File: src/inc/crp_pkg.sv
// Constants, register map and types of the clock, reset and power controller
package crp_pkg;

	localparam int unsigned CLK_NS       = 5;
	localparam int unsigned RST_PULSE_NS = 50;
	// A 50 ns pulse gives at least this many samples plus two
	localparam logic [3:0]  RST_FILT_CYC = 4'((RST_PULSE_NS + CLK_NS - 1) / CLK_NS - 2);
	localparam logic [7:0]  CHIP_RST_CYC = 8'h10;

	localparam int unsigned APB_AW = 8;
	localparam logic [7:0] A_CLKSEL  = 8'h00;
	localparam logic [7:0] A_PLLCTRL = 8'h04;
	localparam logic [7:0] A_CLOCK_OUTPUT_FUNCTION  = 8'h08;
	localparam logic [7:0] A_GATE    = 8'h0C;
	localparam logic [7:0] A_PWRMODE = 8'h10;
	localparam logic [7:0] A_WAKEEN  = 8'h14;
	localparam logic [7:0] A_OSCCTRL = 8'h18;
	localparam logic [7:0] A_BODCTRL = 8'h1C;
	localparam logic [7:0] A_STATUS  = 8'h20;
	localparam logic [7:0] A_WKT     = 8'h24;
	localparam logic [7:0] A_RETAIN0 = 8'h30;
	localparam logic [7:0] A_RETAIN3 = 8'h3C;

	localparam int unsigned NUM_PERIPH = 16;
	localparam int unsigned NUM_WAKE   = 5;
	localparam int unsigned NUM_RETAIN = 4;
	localparam int unsigned NUM_BOD    = 4;

	// Wake source positions
	localparam int unsigned WK_PININT = 0;
	localparam int unsigned WK_WDT    = 1;
	localparam int unsigned WK_USART  = 2;
	localparam int unsigned WK_SPI    = 3;
	localparam int unsigned WK_I2C    = 4;

	// Reset cause positions
	localparam int unsigned RC_PIN = 0;
	localparam int unsigned RC_WDT = 1;
	localparam int unsigned RC_POR = 2;
	localparam int unsigned RC_BOD = 3;
	localparam int unsigned RC_DPD = 4;
	localparam int unsigned NUM_CAUSE = 5;

	// PLL control fields: mult-1 [4:0], divider select [6:5], enable [7], bypass [8]
	localparam int unsigned PLL_W       = 9;
	localparam int unsigned PLL_DIV_LSB = 5;
	localparam int unsigned PLL_EN_BIT  = 7;
	localparam int unsigned PLL_BYP_BIT = 8;
	localparam logic [8:0]  PLL_RST     = 9'h100;

	// Oscillator enable bits
	localparam int unsigned OSC_XTAL = 0;
	localparam int unsigned OSC_EXT  = 1;
	localparam int unsigned OSC_WD   = 2;
	localparam int unsigned OSC_LP   = 3;
	localparam logic [3:0]  OSC_RST  = 4'h0;

	// Brownout control: irq level [1:0], reset level [3:2], reset enable [4]
	localparam int unsigned BOD_RST_EN_BIT = 4;
	localparam logic [4:0]  BOD_RST        = 5'h00;

	localparam logic [15:0] GATE_RST    = 16'hFFFF;
	localparam logic [31:0] BOOT_VECTOR = 32'h0000_0000;

	typedef enum logic [1:0] {SRC_IRC = 2'b00, SRC_XTAL = 2'b01, SRC_EXT = 2'b10, SRC_PLL = 2'b11} crp_sysclk_t;
	typedef enum logic [1:0] {CO_IRC = 2'b00, CO_XTAL = 2'b01, CO_WATCHDOG_OSC = 2'b10, CO_MAIN = 2'b11} crp_clock_output_function_t;
	typedef enum logic [2:0] {
		PM_ACTIVE = 3'b000,
		PM_SLEEP  = 3'b001,
		PM_DSLEEP = 3'b010,
		PM_PDOWN  = 3'b011,
		PM_DPD    = 3'b100
	} crp_pmode_t;

	function automatic logic [5:0] crp_pll_mult(input logic [4:0] field);
		crp_pll_mult = {1'b0, field} + 6'h01;
	endfunction

	function automatic logic [4:0] crp_pll_div(input logic [1:0] sel);
		crp_pll_div = 5'h02 << sel;
	endfunction

endpackage

File: src/rtl/crp_ctrl.sv
// Clock source, PLL, gating, power mode and reset controller with APB registers
//
// Behaviour
// - Reset selects the internal RC oscillator as system clock until software changes it.
// - PLL multiplier takes any integer 1 to 32.
// - PLL post divider offers only 2, 4, 8 or 16.
// - PLL powered off and bypassed after any chip reset.
// - Clock output selects RC, crystal, watchdog oscillator or main clock.
// - One clock gate per peripheral, software controlled.
// - Sleep stops only the core clock; peripherals keep running.
// - Sleep lasts until reset or interrupt; exit just restarts core clock.
// - Deep-sleep keeps only RC and chosen low-power oscillators; RC output blocked.
// - Deep-sleep exits on reset, pin, watchdog, USART, SPI or I2C interrupt.
// - Wake needs both wake enable and core interrupt enable.
// - Power-down keeps only chosen low-power oscillators; analog and flash off.
// - Deep power-down keeps wake pin, wake timer and four retention registers.
// - Deep power-down ends on wake pin or wake timer time-out.
// - Lock bit refuses entry to deep power-down.
// - Chip reset from pin, watchdog, power-on or brownout.
// - Any chip reset starts RC oscillator and initialises flash controller.
// - Reset pin low for 50 ns or longer is a valid reset.
// - After reset registers hold defaults and core boots from address zero.
// - Brownout below chosen level raises an interrupt, also readable.
// - Brownout below chosen level may force full chip reset.
//
// Design decisions made here: register access over APB and the placing of the registers.
`timescale 1ns/10ps
`default_nettype none

module crp_ctrl
	import crp_pkg::*;
(
	input  wire logic                  clock,           // System clock
	input  wire logic                  sys_rst,         // Synchronous reset, high
	input  wire logic                  psel,            // APB select
	input  wire logic                  penable,         // APB enable
	input  wire logic                  pwrite,          // APB write
	input  wire logic [APB_AW-1:0]     paddr,           // APB byte address
	input  wire logic [31:0]           pwdata,          // APB write data
	output logic      [31:0]           prdata,          // APB read data
	output logic                       pready,          // APB ready
	output logic                       pslverr,         // APB error
	input  wire logic                  rst_pin_n,       // External reset pin
	input  wire logic                  por_n,           // Power-on detector, low in reset
	input  wire logic                  wdt_rst,         // Watchdog reset request
	input  wire logic [NUM_BOD-1:0]    bod_below,       // Supply below each brownout level
	input  wire logic [NUM_WAKE-1:0]   wake_req,        // Peripheral wake requests
	input  wire logic [NUM_WAKE-1:0]   core_interrupt_controller_en,         // Core interrupt enables of wake sources
	input  wire logic                  irq_pending,     // Any enabled core interrupt pending
	input  wire logic                  wake_pin_n,      // Dedicated wake pin, low wakes
	input  wire logic                  pll_lock,        // PLL lock from analog
	output logic                       chip_rst,        // Chip reset to core and peripherals
	output logic                       flash_init,      // Flash controller initialisation
	output logic      [31:0]           boot_addr,       // Core fetch address after reset
	output logic                       core_clk_en,     // Core clock enable
	output logic      [NUM_PERIPH-1:0] periph_clk_en,   // Peripheral clock enables
	output logic      [1:0]            sys_clk_sel,     // Main clock source
	output logic      [1:0]            clock_output_function_sel,      // Clock output source
	output logic      [5:0]            pll_mult,        // PLL feedback multiplier
	output logic      [4:0]            pll_div,         // PLL post divider ratio
	output logic                       pll_pd,          // PLL power down
	output logic                       pll_bypass,      // PLL bypass
	output logic                       irc_en,          // RC oscillator running
	output logic                       irc_out_en,      // RC oscillator output passed
	output logic                       xtal_en,         // Crystal oscillator enable
	output logic                       ext_clk_en,      // External clock input enable
	output logic                       watchdog_osc_en,        // Watchdog oscillator enable
	output logic                       lposc_en,        // Low-power oscillator enable
	output logic                       analog_pd,       // Analog blocks shut down
	output logic                       flash_standby,   // Flash standby
	output logic                       flash_pd,        // Flash shut down
	output logic                       power_off,       // Main power domain off
	output logic                       bod_irq          // Brownout interrupt request
);

	localparam int unsigned SYW = NUM_WAKE + NUM_BOD + 4;

	// Synchronisers for pin and analog inputs
	logic [SYW-1:0] sy1_q;
	logic [SYW-1:0] sy2_q;
	logic [SYW-1:0] sy_in;
	logic [SYW-1:0] sy_rst;

	assign sy_in  = {pll_lock, wake_pin_n, por_n, rst_pin_n, bod_below, wake_req};
	assign sy_rst = {1'b0, 1'b1, 1'b1, 1'b1, {NUM_BOD{1'b0}}, {NUM_WAKE{1'b0}}};

	always_ff @(posedge clock) begin
		if (sys_rst) begin
			sy1_q <= sy_rst;
			sy2_q <= sy_rst;
		end else begin
			sy1_q <= sy_in;
			sy2_q <= sy1_q;
		end
	end

	wire logic [NUM_WAKE-1:0] wake_s     = sy2_q[NUM_WAKE-1:0];
	wire logic [NUM_BOD-1:0]  below_s    = sy2_q[NUM_WAKE +: NUM_BOD];
	wire logic                pin_n_s    = sy2_q[NUM_WAKE + NUM_BOD];
	wire logic                por_n_s    = sy2_q[NUM_WAKE + NUM_BOD + 1];
	wire logic                wkpin_n_s  = sy2_q[NUM_WAKE + NUM_BOD + 2];
	wire logic                lock_s     = sy2_q[NUM_WAKE + NUM_BOD + 3];

	// Registers
	logic [1:0]            clksel_q;
	logic [PLL_W-1:0]      pll_q;
	logic [1:0]            clock_output_function_q;
	logic [NUM_PERIPH-1:0] gate_q;
	logic                  lock_q;
	logic [NUM_WAKE-1:0]   wake_en_q;
	logic [3:0]            osc_q;
	logic [4:0]            bod_q;
	logic [NUM_CAUSE-1:0]  cause_q;
	logic                  dpd_ref_q;
	logic                  wkt_to_q;
	logic [31:0]           wkt_q;
	logic [31:0]           retain_q [NUM_RETAIN];
	logic [31:0]           prdata_q;
	crp_pmode_t            pm_q;
	crp_pmode_t            pm_d;
	logic [3:0]            flt_q;
	logic [7:0]            rcnt_q;
	logic                  chip_rst_q;

	// APB decode
	wire logic       setup_rd = psel & ~penable & ~pwrite;
	wire logic       acc      = psel & penable;
	wire logic       wr       = acc & pwrite;
	wire logic [7:0] a        = paddr;
	wire logic       hit_ret  = (a >= A_RETAIN0) && (a <= A_RETAIN3) && (a[1:0] == 2'b00);
	wire logic [1:0] ret_idx  = a[3:2];
	wire logic       hit      = hit_ret || a == A_CLKSEL || a == A_PLLCTRL || a == A_CLOCK_OUTPUT_FUNCTION || a == A_GATE
	                            || a == A_PWRMODE || a == A_WAKEEN || a == A_OSCCTRL || a == A_BODCTRL
	                            || a == A_STATUS || a == A_WKT;
	wire logic       wr_clksel = wr && a == A_CLKSEL;
	wire logic       wr_pll    = wr && a == A_PLLCTRL;
	wire logic       wr_clock_output_function = wr && a == A_CLOCK_OUTPUT_FUNCTION;
	wire logic       wr_gate   = wr && a == A_GATE;
	wire logic       wr_pwr    = wr && a == A_PWRMODE;
	wire logic       wr_wake   = wr && a == A_WAKEEN;
	wire logic       wr_osc    = wr && a == A_OSCCTRL;
	wire logic       wr_bod    = wr && a == A_BODCTRL;
	wire logic       wr_stat   = wr && a == A_STATUS;
	wire logic       wr_wkt    = wr && a == A_WKT;
	wire logic       wr_ret    = wr && hit_ret;

	// Mode request field of the power mode register; bit 3 is the lock
	wire logic [2:0] req_mode = pwdata[2:0];
	wire logic       req_dpd  = wr_pwr && req_mode == PM_DPD;
	wire logic       dpd_lock = lock_q | (wr_pwr & pwdata[3]);

	// Mode groups
	wire logic run_mode  = pm_q == PM_ACTIVE || pm_q == PM_SLEEP;
	wire logic deep_mode = pm_q == PM_DSLEEP || pm_q == PM_PDOWN;

	// Wake qualification
	wire logic deep_wake = |(wake_s & wake_en_q & core_interrupt_controller_en);
	wire logic wkt_fire  = wkt_q == 32'h0000_0001;
	wire logic dpd_wake  = pm_q == PM_DPD && (~wkpin_n_s || wkt_fire || wkt_to_q);

	// Reset sources
	wire logic pin_rst = ~pin_n_s && flt_q == RST_FILT_CYC;
	wire logic bod_rst = bod_q[BOD_RST_EN_BIT] & below_s[bod_q[3:2]];
	wire logic src_rst = pin_rst | wdt_rst | ~por_n_s | bod_rst | dpd_wake;
	wire logic rst_any = sys_rst | chip_rst_q;

	// Reset pin glitch filter
	always_ff @(posedge clock) begin
		if (sys_rst || pin_n_s) begin
			flt_q <= 4'h0;
		end else if (flt_q != RST_FILT_CYC) begin
			flt_q <= flt_q + 4'h1;
		end
	end

	// Chip reset stretch; RC runs and flash initialises throughout
	always_ff @(posedge clock) begin
		if (sys_rst || src_rst) begin
			rcnt_q     <= CHIP_RST_CYC;
			chip_rst_q <= 1'b1;
		end else begin
			if (rcnt_q != 8'h00) begin
				rcnt_q <= rcnt_q - 8'h01;
			end
			chip_rst_q <= rcnt_q > 8'h01;
		end
	end

	// Reset causes survive chip reset; a new cause beats a clear
	always_ff @(posedge clock) begin
		if (sys_rst) begin
			cause_q <= '0;
		end else begin
			cause_q <= (cause_q & ~({NUM_CAUSE{wr_stat}} & pwdata[8 +: NUM_CAUSE]))
			           | {dpd_wake, bod_rst, ~por_n_s, wdt_rst, pin_rst};
		end
	end

	// Clock configuration, reset to RC, PLL off and bypassed
	always_ff @(posedge clock) begin
		if (rst_any) begin
			clksel_q <= SRC_IRC;
			pll_q    <= PLL_RST;
			clock_output_function_q <= CO_IRC;
			gate_q   <= GATE_RST;
			osc_q    <= OSC_RST;
		end else begin
			if (wr_clksel) begin
				clksel_q <= pwdata[1:0];
			end
			if (wr_pll) begin
				pll_q <= pwdata[PLL_W-1:0];
			end
			if (wr_clock_output_function) begin
				clock_output_function_q <= pwdata[1:0];
			end
			if (wr_gate) begin
				gate_q <= pwdata[NUM_PERIPH-1:0];
			end
			if (wr_osc) begin
				osc_q <= pwdata[3:0];
			end
		end
	end

	// Power control registers
	always_ff @(posedge clock) begin
		if (rst_any) begin
			lock_q    <= 1'b0;
			wake_en_q <= '0;
			bod_q     <= BOD_RST;
			dpd_ref_q <= 1'b0;
		end else begin
			if (wr_pwr) begin
				lock_q <= lock_q | pwdata[3];
			end
			if (wr_wake) begin
				wake_en_q <= pwdata[NUM_WAKE-1:0];
			end
			if (wr_bod) begin
				bod_q <= pwdata[4:0];
			end
			if (req_dpd && dpd_lock) begin
				dpd_ref_q <= 1'b1;
			end else if (wr_stat && pwdata[16]) begin
				dpd_ref_q <= 1'b0;
			end
		end
	end

	// Self wake timer and retention live in the always-on domain
	always_ff @(posedge clock) begin
		if (sys_rst) begin
			wkt_q    <= 32'h0000_0000;
			wkt_to_q <= 1'b0;
		end else begin
			if (wr_wkt) begin
				wkt_q <= pwdata;
			end else if (wkt_q != 32'h0000_0000) begin
				wkt_q <= wkt_q - 32'h0000_0001;
			end
			if (wkt_fire) begin
				wkt_to_q <= 1'b1;
			end else if (wr_stat && pwdata[17]) begin
				wkt_to_q <= 1'b0;
			end
		end
	end

	always_ff @(posedge clock) begin
		if (sys_rst) begin
			for (int i = 0; i < NUM_RETAIN; i++) begin
				retain_q[i] <= 32'h0000_0000;
			end
		end else if (wr_ret) begin
			retain_q[ret_idx] <= pwdata;
		end
	end

	// Power mode sequencer; deep power-down leaves through chip reset
	always_comb begin
		pm_d = pm_q;
		unique case (pm_q)
			PM_ACTIVE: begin
				if (wr_pwr) begin
					unique case (req_mode)
						PM_SLEEP:  pm_d = PM_SLEEP;
						PM_DSLEEP: pm_d = PM_DSLEEP;
						PM_PDOWN:  pm_d = PM_PDOWN;
						PM_DPD:    pm_d = dpd_lock ? PM_ACTIVE : PM_DPD;
						default:   pm_d = PM_ACTIVE;
					endcase
				end
			end
			PM_SLEEP: begin
				if (irq_pending) begin
					pm_d = PM_ACTIVE;
				end
			end
			PM_DSLEEP, PM_PDOWN: begin
				if (deep_wake) begin
					pm_d = PM_ACTIVE;
				end
			end
			PM_DPD: begin
				pm_d = PM_DPD;
			end
			default: begin
				pm_d = PM_ACTIVE;
			end
		endcase
	end

	always_ff @(posedge clock) begin
		if (rst_any) begin
			pm_q <= PM_ACTIVE;
		end else begin
			pm_q <= pm_d;
		end
	end

	// Read mux sampled in setup phase so read data comes from a register
	logic [31:0] rd_mux;
	always_comb begin
		rd_mux = 32'h0000_0000;
		if (hit_ret) begin
			rd_mux = retain_q[ret_idx];
		end else begin
			unique case (a)
				A_CLKSEL:  rd_mux = {30'h0, clksel_q};
				A_PLLCTRL: rd_mux = {23'h0, pll_q};
				A_CLOCK_OUTPUT_FUNCTION:  rd_mux = {30'h0, clock_output_function_q};
				A_GATE:    rd_mux = {16'h0, gate_q};
				A_PWRMODE: rd_mux = {28'h0, lock_q, pm_q};
				A_WAKEEN:  rd_mux = {27'h0, wake_en_q};
				A_OSCCTRL: rd_mux = {28'h0, osc_q};
				A_BODCTRL: rd_mux = {27'h0, bod_q};
				A_STATUS:  rd_mux = {14'h0, wkt_to_q, dpd_ref_q, 3'h0, cause_q, 6'h0, lock_s, bod_irq};
				A_WKT:     rd_mux = wkt_q;
				default:   rd_mux = 32'h0000_0000;
			endcase
		end
	end

	always_ff @(posedge clock) begin
		if (sys_rst) begin
			prdata_q <= 32'h0000_0000;
		end else if (setup_rd) begin
			prdata_q <= rd_mux;
		end
	end

	assign prdata  = prdata_q;
	assign pready  = 1'b1;
	assign pslverr = acc & ~hit;

	// Reset and boot
	assign chip_rst   = chip_rst_q;
	assign flash_init = chip_rst_q;
	assign boot_addr  = BOOT_VECTOR;

	// Clock and power outputs follow the mode
	assign core_clk_en   = pm_q == PM_ACTIVE && ~chip_rst_q;
	assign periph_clk_en = gate_q & {NUM_PERIPH{run_mode}};
	assign sys_clk_sel   = clksel_q;
	assign clock_output_function_sel    = clock_output_function_q;
	assign pll_mult      = crp_pll_mult(pll_q[4:0]);
	assign pll_div       = crp_pll_div(pll_q[PLL_DIV_LSB +: 2]);
	assign pll_pd        = ~pll_q[PLL_EN_BIT] | ~run_mode;
	assign pll_bypass    = pll_q[PLL_BYP_BIT];
	assign irc_en        = chip_rst_q | run_mode | pm_q == PM_DSLEEP;
	assign irc_out_en    = run_mode;
	assign xtal_en       = osc_q[OSC_XTAL] & run_mode;
	assign ext_clk_en    = osc_q[OSC_EXT] & run_mode;
	assign watchdog_osc_en      = osc_q[OSC_WD] & pm_q != PM_DPD;
	assign lposc_en      = osc_q[OSC_LP] | pm_q == PM_DPD;
	assign analog_pd     = ~run_mode;
	assign flash_standby = pm_q == PM_DSLEEP;
	assign flash_pd      = pm_q == PM_PDOWN || pm_q == PM_DPD;
	assign power_off     = pm_q == PM_DPD;
	assign bod_irq       = below_s[bod_q[1:0]];

endmodule

`default_nettype wire

File: config.mk
export PLATFORM = sky130hd
export DESIGN_NAME = crp_ctrl
export DESIGN_NICKNAME = d
export VERILOG_FILES = /design/src/inc/crp_pkg.sv /design/src/rtl/crp_ctrl.sv
export SDC_FILE = /design/constraint.sdc
export NUM_CORES = 1
export LEC_CHECK = 0
export ABC_AREA = 1
export BUFFER_PORTS_ARGS = -buffer_cell sky130_fd_sc_hd__buf_2
export CAP_MARGIN = 10
export CORE_AREA = 2 2 216 218
export CTS_CLUSTER_SIZE = 30
export DETAILED_ROUTE_END_ITERATION = 7
export DIE_AREA = 0 0 218 220
export PLACE_DENSITY = 0.58
export SYNTH_ARGS = -nofsm -noshare
export SYNTH_HDL_FRONTEND = slang
export SYNTH_SLANG_ARGS = --single-unit
File: constraint.sdc
create_clock -name clock -period 2.9 [get_ports clock]
set_input_delay 0.145 -clock clock [delete_from_list [all_inputs] [get_ports clock]]
set_output_delay 0.145 -clock clock [all_outputs]
set_load 0.005 [all_outputs]
# Word-level counts from Yosys, hierarchy flattened
# Memories as Yosys holds them, arrays and structs flattened.
# Cells that the tools add are included.
# totals
reg_bits	157
latchBits	0
ramBits	128
rom_bits	0
mem_count	1
# mem_list
name	depth	width	read_ports	rd_ports_with_merged_regs	wr	line	text
retain_q	4	32	1	0	4	crp_ctrl.sv:117	logic [31:0] retain_q [NUM_RETAIN];
# classes
n_addsub	4
mul	0
div	0
order_cmp	5
n_eq_ne	24
n_shift	1
mux	26
bitwise_logic	37
reduce_logical	48
# op_table
operator	count
case mux 32 bit (10 select lines)	1
2-to-1 mux 32 bit	4
equality test 32 x 1 -> 1 bit (second input constant)	1
equality test 8 x 5 -> 1 bit (second input constant)	4
nonzero test 32 bit	1
OR reduction 32 bit	1
subtractor 32 x 1 -> 32 bit (second input constant)	1
case mux 3 bit (4 select lines)	2
bitwise AND 5 bit	4
logical AND 1 bit	20
bitwise AND 16 bit	1
equality test 8 x 4 -> 1 bit (second input constant)	2
equality test 8 x 6 -> 1 bit (second input constant)	2
logical OR 1 bit	16
equality test 3 x 2 -> 1 bit (second input constant)	4
2-to-1 mux 1 bit	12
2-to-1 mux 3 bit	4
OR 1 bit	11
bitwise AND 1 bit	10
NOT 1 bit	9
equality test 8 x 3 -> 1 bit (second input constant)	1
greater-or-equal comparator 8 x 6 -> 1 bit (second input constant)	1
greater-than comparator 8 x 1 -> 1 bit (second input constant)	1
less-or-equal comparator 8 x 6 -> 1 bit (second input constant)	1
23 further kinds	31

# Depth between registers and ports, before layout
# Gate-level depths: netlist of run 1.
# logic_depth
depth_word	15
depth_mapped	12
mapped_depth_nobuf	11

# Worst setup path before layout of run 1
# No wires, ideal clock.
# synth_timing
kind	input -> register
start	in paddr[0]
end	mem retain_q[0][0] (enable)
setup_ps	389
t_arrival_ps	1907
required_ps	2511
slack_ps	604
cell_stages	10
path_buffers	1
path_cell_list	inv_1 > nand2_2 > nor3_4 > inv_2 > nor2_2 > nand2_1 > inv_1 > nand2_2 > buf_2 > nand2_1
# synth_lines
element	line	text
start: declaration	crp_ctrl.sv:38	input wire logic [APB_AW-1:0] paddr,
end: declaration	crp_ctrl.sv:117	

# Worst setup path after layout of run 1
# layout_timing
start	reg pm_q[0]
end	out periph_clk_en[10]
# layout_via
elab_chain_cells	3
# layout_lines
element	line	text
start: declaration	crp_ctrl.sv:119	crp_pmode_t pm_q;
start signal: assignment	crp_ctrl.sv:318	pm_q <= pm_d;
equality test 3 x 1 -> 1 bit / zero test 3 bit (equally long branches)	crp_ctrl.sv:153	wire logic run_mode = pm_q == PM_ACTIVE || pm_q == PM_SLEEP;
logical OR 1 bit (*)	crp_ctrl.sv:153	
bitwise AND 16 bit (*)	crp_ctrl.sv:364	assign periph_clk_en = gate_q & {NUM_PERIPH{run_mode}};
end: declaration	crp_ctrl.sv:56	output logic [NUM_PERIPH-1:0] periph_clk_en,
# Every way passes the cells marked *; elsewhere a longest branch is shown, timed or not.

==> run metrics, run 1 <==
CP max-delay cell=clkinvlp_4; Die W=218 microns; Placed Area=14,800 sq um; total negative slack=0 ps; first-pass GRT wire length=68.4 mm; Distinct cells, synth=39; post-synthesis simple-gate area fraction=26.3%; Tmin final=2540 ps; Leakage=6.92 nW; RSZ-0062 raised after global routing=no; Area Overhead vs Synth=20.7%; floorplan row count=79; critical path required time=2760 ps; crit-path cells=nor2_1, nand2_1, nand2_1, clkinvlp_4, nor2_1, buf_2; Crit Path Max Fanout=19; most common cell in the netlist=nand2_1; clock sinks=285; initial core utilization=29.5%; largest net degree at the start of global routing=74; DRC viols=0; total gr overflow=0; largest cells by area after synthesis=edfxtp_1 (28%), dfxtp_1 (23%), nand2_1 (11%), nor2_1 (7.1%), inv_1 (5.3%); CORE AREA=45,900 sq um; H-tree depth=2; endpoints failing hold=0; vias after detailed routing=12,190; Cell Area, Synth=13,500 sq um; Crit Reg-Reg Startpoint=wkt_q[0]; wire per inst=18.1 microns; R2R cell count=10; Cells after Synth=1,713; Placed Cells=2,420; fraction of layout cells with a size suffix above 1=13.7%; gp weighted congestion=0.916; Slew Limit Fails=0; largest family of logic cells by synthesized area=simple AND/OR/NAND/NOR gates; Iter 0 DRT Violations=1,005; Yosys top cell area share=28.4%; Compound-Gate Fraction of Synth Area=10.4%; period utilisation layout=87.7%; io pins=178; Worst Setup Start Kind=flop; mean number of vias per cell=4.82; dominant synthesized flop cell=dfxtp_1; die height=220 microns; drt first pass iters=5; Worst path max stage delay=410 ps; vias in the first global route=11,428; element type at the critical path end=output pin; non-filler cells, final=2,527; postcts setup bufs=0; Slew @ Worst Pin=839 ps; Post-Synth Adder-Cell Area=0.646%; syn_area_per_cell=7.91 sq um; mux cell area share after synthesis=0%; hold path startpoint=core_interrupt_controller_en[1]; clock-pin slew on the worst setup and hold paths=60 ps; setup violators final=0; initial antenna violation count=0; commonest cells in the netlist=nand2_1 (383), nor2_1 (255), inv_1 (192); Ys Warns=0; Clock Latency Late Sink=540 ps; CTS tree=built; Crit path arrival time=2400 ps; VDD IR-drop max=0.491 mV; Pwr per Cell Area=769 nW/um^2; # nets final=1,966; Clock Path Buffers=3; Synth area leader=edfxtp_1; Worst Skew=29.3 ps; Hold EP=pm_q[1]; Post-Synth XOR/XNOR Area=1.36%; ANT nets after route=0; total wire length=45.7 mm; cell area after layout=16,300 sq um; number of buffers created by CTS=34; sequential fraction of the synthesis area=51.6%; Worst Hold Path Cells=4; Hold Slack=24.1 ps; CP Class=flop to output pin; post-synthesis register bit count=285; Die ar.=48,000 sq um; Async S/R FF share, synth=0%; f_max=393 MHz; Worst Hold Class=primary input to flop; CTS Root Cell=clkbuf_16; status=completed; Worst slew margin=44.1%; worst r2r dst=wkt_q[21]; Overall Global Routing Usage=18.7%; Post-synth EDFFs=128; # port buffers=143; Max Cap Violations=0; flop-to-flop setup slack=740 ps; dpl hpwl=32.3 mm
## layout make-up
| class | instances | area [sq um] |
|---|---|---|
| fillers | 4829 | 29500 |
| flip-flops and latches | 285 | 6990 |
| multi-input cells | 1162 | 5390 |
| repair buffers | 212 | 1370 |
| clock buffers | 47 | 971 |
| well taps | 607 | 759 |
| inverters | 199 | 751 |
| clock inverters | 14 | 123 |
| diodes | 1 | 2.50 |
## cells in the final DEF (no fill, tap or decap), drive strengths merged, types with 6 or more instances in the layout
cell         Yosys  routed
o211ai          12      12
o21ai          110     110
inv            198     199
a21oi          115     115
or2             11      11
clkbuf          41      47
xor2            15      15
nand4           46      46
ha               7       7
buf             58     167
edfxtp         128     128
conb             2      34
clkinv           1      10
nor2           271     271
nor3            56      56
nand3           60      60
xnor2            6       6
o21bai          13      13
dfxtp          157     157
dlygate4sd3      0      45
nand2          389     389
## stage by stage
step / util, % / setup slack, ps / power [mW]
2_1_floorplan: - / 604 / 7.29
3_3_place_gp: 32.3 / 704 / 8.34
3_5_place_dp: 32.3 / 695 / 8.35
4_1_cts: 35.6 / 118 / 12.6
5_1_grt: 35.6 / 135 / 13.3
6_report: 35.6 / 358 / 12.6
## how the worst max path moves through the flow
stage          cells past startpoint  startpoint                 to
6_report                           6     pm_q[0]  periph_clk_en[10]
3_3_place_gp                       9    paddr[7]          wkt_q[24]
5_1_grt                            6     pm_q[0]  periph_clk_en[10]
4_1_cts                            6     pm_q[0]  periph_clk_en[10]
3_5_place_dp                       6     pm_q[0]  periph_clk_en[11]
2_1_floorplan                     10    paddr[0]     retain_q[0][0]
## timing repair
action / CTS / global route
hold endpoints to repair: 54 / 0
resized for setup: 0 / 1
setup endpoints to repair: 0 / 7
hold buffers: 45 / 0
## report_power, final
| group | switching, mW | internal [mW] |
|---|---|---|
| clock network | 1.75 | 2.45 |
| registers | 0.298 | 4.53 |
| logic | 2.45 | 1.10 |
| total | 4.49 | 8.08 |
## sequential cells by signal, summed over array words and instances, names as in the netlist, 3 cells and up
register   count
bod_q          5
cause_q        5
flt_q          4
gate_q        16
osc_q          4
pll_q          9
pm_q           3
prdata        32
rcnt_q         8
retain_q     128
sy1_q         13
sy2_q         13
wake_en_q      5
wkt_q         32
## cells by family after synthesis
| family | Yosys count |
|---|---|
| simple gates | 836 |
| buf+inv | 298 |
| flops | 285 |
| compound gates | 264 |
| xor+xnor | 21 |
| fa+ha+maj | 7 |
| other cells | 2 |
## worst max-delay path: cells and delay by family (launching register included)
kind / cells / cell delay, ps
and+or+nand+nor: 4 / 910
buffers and inverters: 2 / 570
DFF: 1 / 360
## layer usage
layer | wire length, microns | vias up | track usage (%)
met2 | 20700 | 499 | 29.8
li1 | - | 5872 | -
met3 | 3400 | 69 | 3.06
met1 | 20400 | 5750 | 26.0
met4 | 1260 | 0 | 5.83
met5 | 0 | - | 0
Note: power is estimated with default switching activity, not from simulation.
==> run 2, diff against run 1 <==
Settings changed: CELL_PAD_IN_SITES_DETAIL_PLACEMENT set to 1, CELL_PAD_IN_SITES_GLOBAL_PLACEMENT set to 2, PLACE_DENSITY 0.58 to 0.82.
==> run 2 against run 1 <==
Net effect: worst hold slack improved by 26 ps; non-clock buffer count rose by 2; via count rose by 1.0%; die area did not move; first-iteration DRC count fell by 13%; final cell count barely moved; worst setup slack got worse by 42 ps; utilization rose by 0.16 points; combinational power barely moved; clock-buffer cell count rose by 4; maximum frequency fell by 1.6%; critical endpoint unchanged.
==> run metrics, run 2 (synthesized netlist as in run 1, its figures left out) <==
CP max-delay cell=clkinvlp_4; Area Overhead vs Synth=21.2%; hold path startpoint=irq_pending; Worst Skew=23.2 ps (-6.04 ps); Top reg by flops=retain_q; fraction of layout cells with a size suffix above 1=13.5% (-0.18 points); Crit Reg-Reg Startpoint=wkt_q[0]; Largest delay share family, worst path=simple AND/OR/NAND/NOR gates; total gr overflow=0 (unchanged); Critical Path Source=pm_q[0]; status=completed; first-pass GRT wire length=75.4 mm (+10%); DRC viols=0 (unchanged); CORE AREA=45,900 sq um (unchanged); Int Pwr=8.31 mW (+2.9%); worst r2r dst=wkt_q[3]; Hold Slack=50.4 ps (+26.3 ps); Reg power frac=37.6% (-0.8 points); # port buffers=143 (unchanged); Leakage=6.95 nW (+0.51%); period utilisation layout=89.1% (+1.5 points); clock-pin slew on the worst setup and hold paths=60 ps (about the same); CTS tree=built; Placed Area=14,800 sq um (about the same); gp weighted congestion=0.870 (-5.1%); postcts setup bufs=0 (unchanged); ANT nets after route=0 (unchanged); die height=220 microns (unchanged); vias in the first global route=12,795 (+12%); floorplan row count=79 (unchanged); CTS Root Cell=clkbuf_16; cell area after layout=16,400 sq um (+0.45%); flop-to-flop setup slack=660 ps (-80 ps); Worst Hold Class=primary input to flop; Worst path max stage delay=400 ps (about the same); wire per inst=19.7 microns (+9.0%); largest net degree at the start of global routing=74 (unchanged); endpoints failing hold=0 (unchanged); number of buffers created by CTS=35 (+2.9%); mean number of vias per cell=4.87 (+0.94%); # diodes=0 (-1); Max Cap Violations=0 (unchanged); H-tree depth=2 (unchanged); dpl hpwl=35.8 mm (+11%); initial antenna violation count=1 (+1); Worst slew margin=43.8% (-0.22 points); most common cell after layout, fill and taps aside=nand2_1; Slew @ Worst Pin=842 ps (+3.27 ps); WP buf/inv=2 (unchanged); element type at the critical path end=output pin; Overall Global Routing Usage=20.8% (+2.1 points); Switch Pwr=4.57 mW (+1.7%); Crit Path Max Fanout=15 (-4); commonest non-fill, non-tap cells in the layout=nand2_1 (382), nor2_1 (253), inv_1 (192); post-layout util=35.8% (+0.16 points); Hold EP=pm_q[1]; crit-path cells=nor2_1, nand2_1, nand2_1, clkinvlp_4, nor2_1, buf_2; Die W=218 microns (unchanged); Die ar.=48,000 sq um (unchanged); clock sinks=285 (unchanged); total wire length=49.9 mm (+9.1%); Crit path arrival time=2440 ps (+40 ps); Comb pwr share=27.5% (-0.7 points); VDD IR-drop max=0.440 mV (-10%); critical path required time=2760 ps (about the same); Slew Limit Fails=0 (unchanged); vias after detailed routing=12,314 (+1.0%); Iter 0 DRT Violations=877 (-13%); Switching Fraction=35.5% (-0.27 points); Clock Latency Late Sink=550 ps (about the same); f_max=387 MHz (-1.6%); total negative slack=0 ps (unchanged); setup violators final=0 (unchanged); initial core utilization=29.5% (unchanged); CP Class=flop to output pin; max reg flops=128 (unchanged); Tmin final=2580 ps (+42.4 ps); Clock Path Buffers=3 (unchanged); clock network fraction of design power=34.9% (+1.5 points); io pins=178 (unchanged); RSZ-0062 raised after global routing=no; # nets final=1,969 (+0.15%); Worst Setup Start Kind=flop; drt first pass iters=5 (unchanged); R2R cell count=9 (-1); Worst Hold Path Cells=4 (unchanged); Pwr per Cell Area=785 nW/um^2 (+2.0%)
run 2: cell count changes in the layout (fill, tap and decap cells not counted), sizes merged:
| cell | before | now |
|---|---|---|
| diode | 1 | 0 |
| clkbuf | 47 | 51 |
| dlygate4sd3 | 45 | 47 |
| bufinv | 1 | 3 |
| clkinvlp | 3 | 1 |
| clkinv | 10 | 7 |
run 2: per-stage QoR:
stage          setup WS (ps)  cells  total power [mW]
2_1_floorplan            604   1745              7.29
4_1_cts                 75.9   2529              13.0
6_report                 316   2529              12.9
3_5_place_dp             555   2420              8.39
3_3_place_gp             586   2420              8.31
5_1_grt                  155   2529              13.7
run 2: per-layer routing:
layer	up-vias	part of all wire, %	track usage [%]	routed length (microns)
li1	5863	-	-	-
met1	6004	44	27.7	22100
met2	373	46	33.9	23100
met3	74	6.1	3.55	3030
met4	0	3.4	7.51	1710
met5	-	0	0	0
run 2: cell type report:
class                   count  area, sq um
fillers                  5651        29400
flip-flops and latches    285         6990
multi-input cells        1162         5390
repair buffers            214         1380
clock buffers              51         1020
well taps                 607          759
inverters                 199          751
clock inverters            11          144
run 2: worst max-delay path by stage:
| stage | endpoint | slack (ps) | depth (start not counted) |
|---|---|---|---|
| 3_3_place_gp | wkt_q[22] | 590 | 9 |
| 4_1_cts | periph_clk_en[10] | 80 | 6 |
| 6_report | periph_clk_en[10] | 320 | 6 |
| 2_1_floorplan | retain_q[0][0] | 600 | 10 |
| 3_5_place_dp | wkt_q[23] | 550 | 9 |
| 5_1_grt | periph_clk_en[10] | 160 | 6 |
run 2: what timing repair did:
action / 4_1_cts / 5_1_grt
hold buffers: 47 / 0
setup endpoints to repair: 0 / 4
endpoints found under the hold margin: 63 / 0
resized for setup: 0 / 1
run 2: power by group through the flow:
stage	Sequential, mW	Clock [mW]	Combinational, mW
6_report	4.84	4.49	3.55
5_1_grt	4.89	4.75	4.06
4_1_cts	4.84	4.58	3.54
3_5_place_dp	4.92	0	3.47
3_3_place_gp	4.92	0	3.39
2_1_floorplan	4.81	0	2.48
run 2: worst register-to-register path: cells and delay by family (launching register included):
family | cells | cell delay (ps)
fa+ha+maj | 1 | 270
buf+inv | 2 | 220
compound gates | 1 | 160
simple gates | 5 | 1070
flops | 1 | 440
==> run 3, diff against run 2 <==
Settings changed: ABC_AREA 1 to not set, CORE_AREA 2 2 216 218 to 2 2 211 213, DIE_AREA 0 0 218 220 to 0 0 213 215, PLACE_DENSITY 0.82 to 0.77.
==> run 3 against run 2 <==
Net effect: synthesized cell count down 27%; wire length decreased by 11%; clock-buffer cell count fell by 13; critical path type is now flop to flop; largest cell class unchanged; largest power group unchanged.
==> run metrics, run 3 <==
total gr overflow=0 (unchanged); Die W=213 microns (-2.3%); dominant synthesized flop cell=dfxtp_1; total negative slack=0 ps (unchanged); Area Overhead vs Synth=22.5%; Post-Synth Adder-Cell Area=0.675% (+0.028 points); Distinct cells, synth=61 (+56%); Ys Warns=0 (unchanged); Clock Latency Late Sink=570 ps (+20 ps); period utilisation layout=88.9% (-0.17 points); vias after detailed routing=10,465 (-15%); die height=215 microns (-2.3%); drt first pass iters=5 (unchanged); initial antenna violation count=0 (-1); Cells after Synth=1,252 (-27%); mux cell area share after synthesis=8.29% (+8.3 points); RSZ-0062 raised after global routing=no; most common cell in the netlist=nor2_1; floorplan row count=77 (-2.5%); endpoints failing hold=0 (unchanged); gp weighted congestion=0.859 (-1.2%); pre-CTS setup slack=300 ps (-255 ps); # nets final=1,514 (-23%); max reg flops=128 (unchanged); io pins=178 (unchanged); CTS tree=built; clock-pin slew on the worst setup and hold paths=60 ps (about the same); # port buffers=143 (unchanged); first-pass GRT wire length=66.7 mm (-12%); Pwr per Cell Area=712 nW/um^2 (-9.2%); Crit Path Max Fanout=11 (-4); Switching Fraction=31.0% (-4.4 points); Worst Skew=9.38 ps (-13.9 ps); ANT nets after route=0 (unchanged); Slew Limit Fails=0 (unchanged); syn_area_per_cell=10.4 sq um (+31%); commonest cells in the netlist=nor2_1 (162), dfxtp_1 (157), edfxtp_1 (128); Slew @ Worst Pin=825 ps (-17.1 ps); mean number of vias per cell=5.09 (+4.4%); element type at the critical path end=flop; Worst slew margin=44.8% (+1.0 points); Worst Setup Start Kind=flop; commonest non-fill, non-tap cells in the layout=nor2_1 (160), dfxtp_1 (157), buf_2 (142); CTS Root Cell=clkbuf_16; Synth area leader=edfxtp_1; clock sinks=285 (unchanged); Post-Synth XOR/XNOR Area=1.96% (+0.60 points); most common cell after layout, fill and taps aside=nor2_1; Clock Path Buffers=3 (unchanged); Die ar.=45,800 sq um (-4.5%); Compound-Gate Fraction of Synth Area=8.96% (-1.5 points); Leakage=6.24 nW (-10%); Yosys top cell area share=29.6% (+1.2 points); number of buffers created by CTS=30 (-14%); Tmin final=2580 ps (-5.07 ps); Comb pwr share=22.7% (-4.8 points); DRC viols=0 (unchanged); CORE AREA=43,600 sq um (-4.8%); slack of the critical path=321 ps (+5.07 ps); vias in the first global route=10,679 (-17%); post-synthesis simple-gate area fraction=20.6% (-5.7 points); # diodes=0 (unchanged); total wire length=44.2 mm (-11%); largest family of logic cells by synthesized area=simple AND/OR/NAND/NOR gates; Switch Pwr=3.51 mW (-23%); # fillers=4,914 (-13%); Top reg by flops=retain_q; CP Class=flop to flop; Cell Area, Synth=13,000 sq um (-4.2%); initial core utilization=29.7% (+0.20 points); largest net degree at the start of global routing=48 (-35%); Async S/R FF share, synth=0% (unchanged); largest cells by area after synthesis=edfxtp_1 (30%), dfxtp_1 (24%), mux4_2 (6.2%), nor2_1 (4.7%), nand2_1 (3.4%); H-tree depth=1 (-1); VDD IR-drop max=0.534 mV (+21%); Max Cap Violations=0 (unchanged); wire per inst=21.5 microns (+8.9%); status=completed; Post-synth EDFFs=128 (unchanged); f_max=388 MHz (+0.20%); Overall Global Routing Usage=19.2% (-1.6 points); Iter 0 DRT Violations=796 (-9.2%); fraction of layout cells with a size suffix above 1=21.0% (+7.5 points); dpl hpwl=31.0 mm (-13%); sequential fraction of the synthesis area=53.8% (+2.3 points); post-layout util=36.4% (+0.63 points); post-synthesis register bit count=285 (unchanged); Crit path arrival time=3060 ps (+620 ps); Int Pwr=7.81 mW (-6.0%); setup violators final=0 (unchanged); clock network fraction of design power=34.2% (-0.7 points); critical path required time=3380 ps (+620 ps); Reg power frac=43.1% (+5.5 points); Worst Hold Class=primary input to flop
==> run 3: changes by cell type in the layout (fill, tap and decap cells not counted), sizes merged, moves of 40 or more <==
| cell | delta |
|---|---|
| nand2 | -271 |
| inv | -157 |
| nor2 | -109 |
| o21ai | -91 |
| a21oi | -80 |
| and3 | +40 |
==> run 3: power by group through the flow <==
stage                     clock, mW  combinational [mW]  sequential, mW
after floorplan                   0                1.74            4.85
after global routing           4.10                2.83            4.92
after detailed placement          0                2.47            4.96
after global placement            0                2.45            4.93
after CTS                      3.95                2.54            4.87
final                          3.88                2.57            4.88
==> run 3: kinds of logic (layout without fill, tap and decap cells) <==
kind of cell | Yosys count | after routing
buf+inv | 160 | 342
flops | 285 | 285
fa+ha+maj | 7 | 7
compound gates | 164 | 164
simple gates | 543 | 543
mux | 62 | 62
xor+xnor | 29 | 29
other cells | 2 | 34
==> run 3: layer usage <==
layer	global-route usage [%]	wire length (microns)
met1	27.1	19800
met2	31.0	21100
met3	2.09	2330
met5	0	0
met4	5.15	977
==> run 3: worst max-delay path, cell delays in order (launching register included) <==
cell	delay (ps)
dfxtp_1	420
inv_1	90
ha_1	210
nor3b_1	160
and3_1	340
and4_1	340
buf_4	190
or4_1	470
a311oi_1	250
==> run 3: stage by stage <==
| step | cells | power, mW | hold WS [ps] | instance area (sq um) |
|---|---|---|---|---|
| floorplan | 1284 | 6.59 | 249 | 13100 |
| global placement | 1955 | 7.38 | 334 | 14500 |
| detailed placement | 1955 | 7.42 | 337 | 14500 |
| CTS | 2058 | 11.4 | 15.2 | 15900 |
| global route | 2058 | 11.8 | 38.3 | 15900 |
| finish | 2058 | 11.3 | 40.0 | 15900 |
==> run 3: worst paths after layout <==
check	startpoint	end	slack, ps	cells after the start
setup / recovery	wkt_q[1]	wkt_q[31]	320	8
hold / removal	pwdata[0]	pm_q[0]	40	3
setup reg to reg	wkt_q[1]	wkt_q[31]	320	8
hold reg to reg	sy1_q[9]	sy2_q[9]	430	1
==> run 3: layout make-up <==
cell class                 instances  area, sq um  area share [%]
timing repair buffer             244         1620            10.2
inverter                          42          158           0.991
multi-input combinational        839         5420            34.1
sequential                       285         6990            43.9
clock buffer                      38          812            5.11
clock inverter                    18          168            1.05
tap                              592          741            4.66
==> run 3: repair_timing <==
action | CTS | global route
endpoints found under the hold margin | 95 | 0
gates resized for setup | 0 | 1
setup endpoints to repair | 0 | 1
hold buffers | 47 | 0
setup buffers | 0 | 0
